--- src/hw/dcc_defines.vh ---
/*
 * constants of the converter control block: register offsets, field
 * positions, reset values and start-up timing.
 * assumes inclusion by bare name from the design files.
 */
`ifndef DCC_DEFINES_VH
`define DCC_DEFINES_VH

// register indices as printed, byte address is four times the index
`define DCC_IDX_CONTROL 8'h00
`define DCC_IDX_CODE 8'h01
`define DCC_ADDR_CONTROL 12'h000
`define DCC_ADDR_CODE 12'h004

// control register fields
`define DCC_BIT_ENABLE 0
`define DCC_BIT_PIN_DRIVE 6
`define DCC_BIT_KEEP_RUN 7
`define DCC_CONTROL_MASK 8'hc1

// reset values
`define DCC_CONTROL_RESET 8'h00
`define DCC_CODE_RESET 8'h00

// analog start-up time after power-up, in ns, and the cycle count at 100 MHz
`define DCC_STARTUP_NS 1000
`define DCC_CLK_PERIOD_NS 10
`define DCC_STARTUP_CYCLES ((`DCC_STARTUP_NS + `DCC_CLK_PERIOD_NS - 1) / `DCC_CLK_PERIOD_NS)

`endif

--- src/hw/dcc_startup_timer.v ---
/*
 * start-up delay counter: counts a fixed number of clocks after start
 * and then raises done until start is withdrawn.
 * assumes mclk at 100 MHz and the constants header.
 */
`timescale 1ns/1ps
`include "dcc_defines.vh"

module dcc_startup_timer (
	mclk,
	reset_n,
	start,
	done
);
	input wire mclk;
	input wire reset_n;
	input wire start;
	output wire done;

	localparam integer cycles_full = `DCC_STARTUP_CYCLES;
	localparam [7:0] cycles = cycles_full[7:0];

	reg [7:0] count_q;

	// count while start is held, clear whenever start is low
	always @(posedge mclk or negedge reset_n) begin
		if (!reset_n) begin
			count_q <= 8'h00;
		end else if (!start) begin
			count_q <= 8'h00;
		end else if (count_q != cycles) begin
			count_q <= count_q + 8'h01;
		end
	end

	assign done = start && (count_q == cycles);
endmodule

--- src/hw/dcc_control.v ---
/*
 * converter control block: apb register slave, conversion start and
 * power control of the converter and its output buffer in sleep.
 * a code write while running raises the load strobe one edge after the
 * access edge; any power-up converts the stored code once after start-up.
 * the debug halt input is accepted but has no effect on the converter.
 * assumes apb master on mclk, sleep state inputs synchronous to mclk,
 * and the analog converter outside taking code, power and load strobe.
 * assumes the reference is selected elsewhere before enable is set.
 */
// The implementer's own choice: the APB register port.
`timescale 1ns/1ps
`include "dcc_defines.vh"

module dcc_control (
	mclk,
	reset_n,
	psel,
	penable,
	pwrite,
	paddr,
	pwdata,
	prdata,
	pready,
	pslverr,
	standby_sleep,
	powerdown_sleep,
	clk_per_available,
	debug_halted,
	conv_code,
	conv_power,
	conv_load,
	buffer_power,
	internal_out_valid,
	pin_route
);
	input wire mclk;
	input wire reset_n;
	input wire psel;
	input wire penable;
	input wire pwrite;
	input wire [11:0] paddr;
	input wire [31:0] pwdata;
	output reg [31:0] prdata;
	output wire pready;
	output wire pslverr;
	input wire standby_sleep;
	input wire powerdown_sleep;
	input wire clk_per_available;
	input wire debug_halted;
	output reg [7:0] conv_code;
	output reg conv_power;
	output reg conv_load;
	output reg buffer_power;
	output reg internal_out_valid;
	output reg pin_route;

	// power states, one-hot
	localparam [2:0] st_off = 3'b001;
	localparam [2:0] st_startup = 3'b010;
	localparam [2:0] st_run = 3'b100;

	// register select codes returned by the decoder
	localparam [1:0] sel_none = 2'b00;
	localparam [1:0] sel_control = 2'b01;
	localparam [1:0] sel_code = 2'b10;

	// implemented control bits and their reset values
	localparam [7:0] control_mask = `DCC_CONTROL_MASK;
	localparam [7:0] control_reset = `DCC_CONTROL_RESET;

	// register decode, used for both read and write paths
	function [1:0] dcc_decode;
		input [11:0] addr;
		begin
			dcc_decode = sel_none;
			if (addr == `DCC_ADDR_CONTROL) begin
				dcc_decode = sel_control;
			end else if (addr == `DCC_ADDR_CODE) begin
				dcc_decode = sel_code;
			end
		end
	endfunction

	// true for the state in which conversions may start
	function dcc_running;
		input [2:0] st;
		begin
			dcc_running = (st == st_run);
		end
	endfunction

	// register and state storage
	wire [7:0] control_value;
	reg [7:0] code_q;
	reg [2:0] state_q;
	reg [2:0] state_d;
	reg pending_q;
	reg pending_d;

	// decoded strobes and control terms
	wire access;
	wire wr;
	wire [1:0] sel;
	wire ctl_wr;
	wire code_wr;
	wire enable;
	wire pin_drive;
	wire keep_run;
	wire standby_stop;
	wire sleep_stop;
	wire want_power;
	wire startup_active;
	wire ready_up;
	wire load_now;
	wire run_next;

	// single-cycle access phase qualifiers
	assign access = psel && penable;
	assign wr = access && pwrite;
	assign sel = dcc_decode(paddr);

	// register write strobes
	assign ctl_wr = wr && (sel == sel_control);
	assign code_wr = wr && (sel == sel_code);

	// zero wait states; unmapped addresses answer with an error
	assign pready = 1'b1;
	assign pslverr = access && (sel == sel_none);

	// control fields
	assign enable = control_value[`DCC_BIT_ENABLE];
	assign pin_drive = control_value[`DCC_BIT_PIN_DRIVE];
	assign keep_run = control_value[`DCC_BIT_KEEP_RUN];

	// one flip-flop per implemented control bit, the others read as zero
	genvar bit_i;
	generate
		for (bit_i = 0; bit_i < 8; bit_i = bit_i + 1) begin : g_control
			if (control_mask[bit_i]) begin : g_used
				reg bit_q;
				always @(posedge mclk or negedge reset_n) begin
					if (!reset_n) begin
						bit_q <= control_reset[bit_i];
					end else if (ctl_wr) begin
						bit_q <= pwdata[bit_i];
					end
				end
				assign control_value[bit_i] = bit_q;
			end else begin : g_unused
				assign control_value[bit_i] = 1'b0;
			end
		end
	endgenerate

	// code register, written on the access edge only
	always @(posedge mclk or negedge reset_n) begin
		if (!reset_n) begin
			code_q <= `DCC_CODE_RESET;
		end else if (code_wr) begin
			code_q <= pwdata[7:0];
		end
	end

	// read data, unused bits and unmapped reads give zero
	always @* begin
		case (sel)
			sel_control: begin
				prdata = {24'h000000, control_value};
			end
			sel_code: begin
				prdata = {24'h000000, code_q};
			end
			default: begin
				prdata = 32'h00000000;
			end
		endcase
	end

	// standby stops without keep-run or without the peripheral clock
	assign standby_stop = standby_sleep && (!keep_run || !clk_per_available);
	// power-down always stops
	assign sleep_stop = powerdown_sleep || standby_stop;
	// debug halt is deliberately not a term here
	assign want_power = enable && !sleep_stop;

	// power-up delay before a conversion may follow
	assign startup_active = (state_q == st_startup);
	dcc_startup_timer u_startup (
		.mclk(mclk),
		.reset_n(reset_n),
		.start(startup_active),
		.done(ready_up)
	);

	// power state machine
	always @* begin
		state_d = state_q;
		case (state_q)
			st_off: begin
				if (want_power) begin
					state_d = st_startup;
				end
			end
			st_startup: begin
				if (!want_power) begin
					state_d = st_off;
				end else if (ready_up) begin
					state_d = st_run;
				end
			end
			st_run: begin
				if (!want_power) begin
					state_d = st_off;
				end
			end
			default: begin
				state_d = st_off;
			end
		endcase
	end

	// a conversion starts when running, powered and a request waits
	assign load_now = dcc_running(state_q) && want_power && pending_q;
	assign run_next = dcc_running(state_d);

	// pending request: a new code write wins over the clear of a served one
	always @* begin
		pending_d = pending_q;
		if (code_wr) begin
			pending_d = 1'b1;
		end else if ((state_q == st_off) && want_power) begin
			pending_d = 1'b1;
		end else if (load_now) begin
			pending_d = 1'b0;
		end
	end

	// state and pending request
	always @(posedge mclk or negedge reset_n) begin
		if (!reset_n) begin
			state_q <= st_off;
			pending_q <= 1'b0;
		end else begin
			state_q <= state_d;
			pending_q <= pending_d;
		end
	end

	// one-cycle conversion strobe
	always @(posedge mclk or negedge reset_n) begin
		if (!reset_n) begin
			conv_load <= 1'b0;
		end else begin
			conv_load <= load_now;
		end
	end

	// converter code, latched with each strobe
	always @(posedge mclk or negedge reset_n) begin
		if (!reset_n) begin
			conv_code <= `DCC_CODE_RESET;
		end else if (load_now) begin
			conv_code <= code_q;
		end
	end

	// analog power of converter and buffer
	always @(posedge mclk or negedge reset_n) begin
		if (!reset_n) begin
			conv_power <= 1'b0;
			buffer_power <= 1'b0;
		end else begin
			conv_power <= want_power;
			buffer_power <= want_power && pin_drive;
		end
	end

	// output routing to internal users and to the pin
	always @(posedge mclk or negedge reset_n) begin
		if (!reset_n) begin
			internal_out_valid <= 1'b0;
			pin_route <= 1'b0;
		end else begin
			internal_out_valid <= run_next;
			pin_route <= run_next && pin_drive;
		end
	end
endmodule

--- config.mk ---
export PLATFORM = sky130hd
export DESIGN_NAME = dcc_control
export DESIGN_NICKNAME = d
export VERILOG_FILES = /design/src/hw/dcc_startup_timer.v /design/src/hw/dcc_control.v
export VERILOG_INCLUDE_DIRS = /design/src /design/src/hw
export SDC_FILE = /design/constraint.sdc
export NUM_CORES = 1
export LEC_CHECK = 0
export ABC_CLOCK_PERIOD_IN_PS = 2600
export BUFFER_PORTS_ARGS = -buffer_cell sky130_fd_sc_hd__buf_2
export CAP_MARGIN = 20
export CORE_AREA = 2 2 86 88
export CTS_BUF_LIST = sky130_fd_sc_hd__clkbuf_8
export CTS_CLUSTER_SIZE = 40
export DETAILED_ROUTE_END_ITERATION = 12
export DIE_AREA = 0 0 88 90
export PLACE_DENSITY_LB_ADDON = 0.12
export SLEW_MARGIN = 10
export SYNTH_ARGS = -nofsm -noshare
export SYNTH_HDL_FRONTEND = slang
export SYNTH_SLANG_ARGS = --single-unit
export TNS_END_PERCENT = 50
--- constraint.sdc ---
create_clock -name mclk -period 2.6 [get_ports mclk]
set_clock_uncertainty 0.1 [all_clocks]
set_input_delay 0.39 -clock mclk [delete_from_list [all_inputs] [get_ports mclk]]
set_output_delay 0.39 -clock mclk [all_outputs]
set_load 0.02 [all_outputs]
==> results.json <==
{
  "status": "completed",
  "rsz0062_at_grt": "false",
  "rows": 31,
  "critPathLaunchType": "input port",
  "grt_pass1_vias": 1306,
  "worstSetupPathType": "input port to primary output",
  "path_clk_slew_ns": 0.07,
  "cp_num_buf_inv": 2,
  "routedWlPerCell_um": 11.7,
  "reg2reg_from": "g_control[7].g_used.bit_q",
  "utilization": 0.318,
  "cts_buffers": 5,
  "cts_tree": "built",
  "cp_num_cells": 5,
  "grt_max_degree": 37,
  "grt.overflow.total": 0,
  "ctsHoldBuffers": 0,
  "slew_headroom": 0.462,
  "cts.repair.resized": 0,
  "ys.warnings.count": 0,
  "dp_cells": 307,
  "netlist_instances": 163,
  "port_buffers": 49,
  "routed_wl_mm": 3.67,
  "ir_worst_vdd_mv": 0.196,
  "startpoint": "paddr[1]",
  "cts_root_buffer": "clkbuf_8",
  "synth_area_mm2": 0.00188,
  "maxCapViolCount": 0,
  "reg2regPathDepth": 4,
  "cts_setup_buffers": 0,
  "async_flop_share": 1.00,
  "ys.flop_type": "dfrtp_1",
  "mostFrequentLayoutCells": "buf_2, dfrtp_1, conb_1, mux2_2, nand2_1",
  "num_vias": 1294,
  "synthDistinctLibCells": 43,
  "post-route-min-period_ns": 2.00,
  "power_density_mw_per_mm2": 467,
  "area.growth.synth_to_final_pct": 18.5,
  "finalSetupViolCount": 0,
  "endpoint_kind": "primary output",
  "die_w_um": 88,
  "p_leak_nw": 1.18,
  "globalRouteTotalUtil": 0.102,
  "die-area_mm2": 0.00792,
  "antennaDiodeCount": 0,
  "nets": 270,
  "io_pins": 100,
  "finalHoldViolations": 0,
  "synth_edf_count": 0,
  "postSynthAreaPerCell_um2": 11.6,
  "drv_slew": 0,
  "grt_pass1_wl_mm": 6.38,
  "worstHoldPathType": "input port to async pin",
  "dr.pass1.iters": 4,
  "cp_top_family": "simple AND/OR/NAND/NOR gates",
  "crit_path_cell_trace": "buf_2, nor4_4, and3_2, and3_1, buf_2",
  "gp_congestion": 0.683,
  "cts_buffer_depth": 2,
  "drive_above_1_share": 0.398,
  "crit_slowest_cell": "nor4_4",
  "worst_pin_slew_ns": 0.807,
  "clock-sinks": 36,
  "fmax_mhz": 500,
  "r2r-end": "conv_code[4]",
  "ys_seq_area_frac": 0.479,
  "stdcell_count": 315,
  "fin_setup_tns_ns": 0,
  "worstPathArrival_ns": 1.51,
  "max_stage_delay_ns": 0.38,
  "start_util": 0.268,
  "drt_iter0_markers": 51,
  "antenna_found_initial": 0,
  "finalCritPeriodShare": 0.770,
  "htreeDepth": 2,
  "ys_seq_elements": 36,
  "layout_commonest_cell": "buf_2",
  "via_per_inst": 4.11,
  "cpMostUsedCell": "buf_2",
  "rrSetupSlack_ns": 0.74,
  "crit_end": "prdata[4]",
  "clkLatencyLatePin_ns": 0.28,
  "worstPathMaxFanout": 5,
  "core_area_mm2": 0.00702,
  "die_h_um": 90,
  "ant_nets": 0,
  "dpl.hpwl_mm": 2.76,
  "drcViolationCount": 0,
  "required_ns": 2.11
}
[how the worst min path moves through the flow]
stage	endpoint	startpoint	slack, ns	cells past startpoint
after floorplan	buffer_power	reset_n	-0.006	0
after global placement	conv_code[6]	conv_code[6]	0.39	1
after detailed placement	conv_code[2]	conv_code[2]	0.39	1
after CTS	state_q[2]	reset_n	0.14	1
after global routing	u_startup.count_q[1]	reset_n	0.17	1
final	state_q[2]	reset_n	0.09	1
[synth_stat cells (3+ instances only)]
cell     number  share of area
inv_1         5          0.010
nor2_1        9          0.018
and2_1        3          0.010
and3_1        6          0.020
mux2i_1       3          0.016
mux2_4        3          0.024
buf_4        25           0.10
mux2_2       16          0.096
nand2_1      10          0.020
nand3_1       3         0.0080
xnor2_1       4          0.019
dfrtp_1      35           0.46
a21oi_1       4          0.011
[where the power goes]
group	internal, mW	switching (mW)
clock	0.208	0.193
sequential	0.560	0.000176
combinational	0.0198	0.0610
total	0.788	0.254
[flip-flops by register name (all words and copies together) (netlist names)]
register and flops:
code_q 8, conv_code 8, u_startup.count_q 8, state_q 3, g_control.g_used.bit_q 2, buffer_power 1, conv_load 1, conv_power 1
enable 1, internal_out_valid 1, pending_q 1, pin_route 1
[metal layers]
metal | global-route usage | part of all wire
met5 | 0 | 0
met3 | 0.0404 | 0.086
met1 | 0.136 | 0.44
met2 | 0.150 | 0.46
met4 | 0.0308 | 0.012
[cell type report]
class                      count  area [µm²]
fill                         735        4790
timing repair buffer          49         245
tap                           99         124
sequential                    36         902
inverter                       5        18.8
clock buffer                   6        82.6
clock inverter                 2        7.51
multi-input combinational    118         853
[worst register-to-register path, cell delays in order (launching register included)]
cell and delay (ns):
dfrtp_1 0.40, a21boi_1 0.39, nor2_2 0.16, nand4b_2 0.31, mux2_2 0.38
[cells by family (layout without fill, tap and decap cells)]
| group | Yosys count | after routing | synth area share |
|---|---|---|---|
| xor gates and xnor gates | 5 | 5 | 0.0232 |
| buffers and inverters | 32 | 62 | 0.114 |
| other | 2 | 25 | 0.00399 |
| DFF | 36 | 36 | 0.479 |
| AOI/OAI and AO/OA | 12 | 12 | 0.0412 |
| adders and majority gates | 2 | 2 | 0.0133 |
| muxes | 22 | 22 | 0.135 |
| and+or+nand+nor | 52 | 52 | 0.190 |
[stage by stage]
step | total power, mW | hold WS (ns) | area (µm²) | worst slack, ns
after floorplan | 0.644 | -0.00559 | 1970 | 0.845
after global placement | 0.653 | 0.385 | 2140 | 0.581
after detailed placement | 0.653 | 0.389 | 2140 | 0.593
after CTS | 1.06 | 0.138 | 2230 | 0.592
after global routing | 1.10 | 0.173 | 2230 | 0.517
final | 1.04 | 0.0927 | 2230 | 0.598
Note: power is estimated with default switching activity, not from simulation.
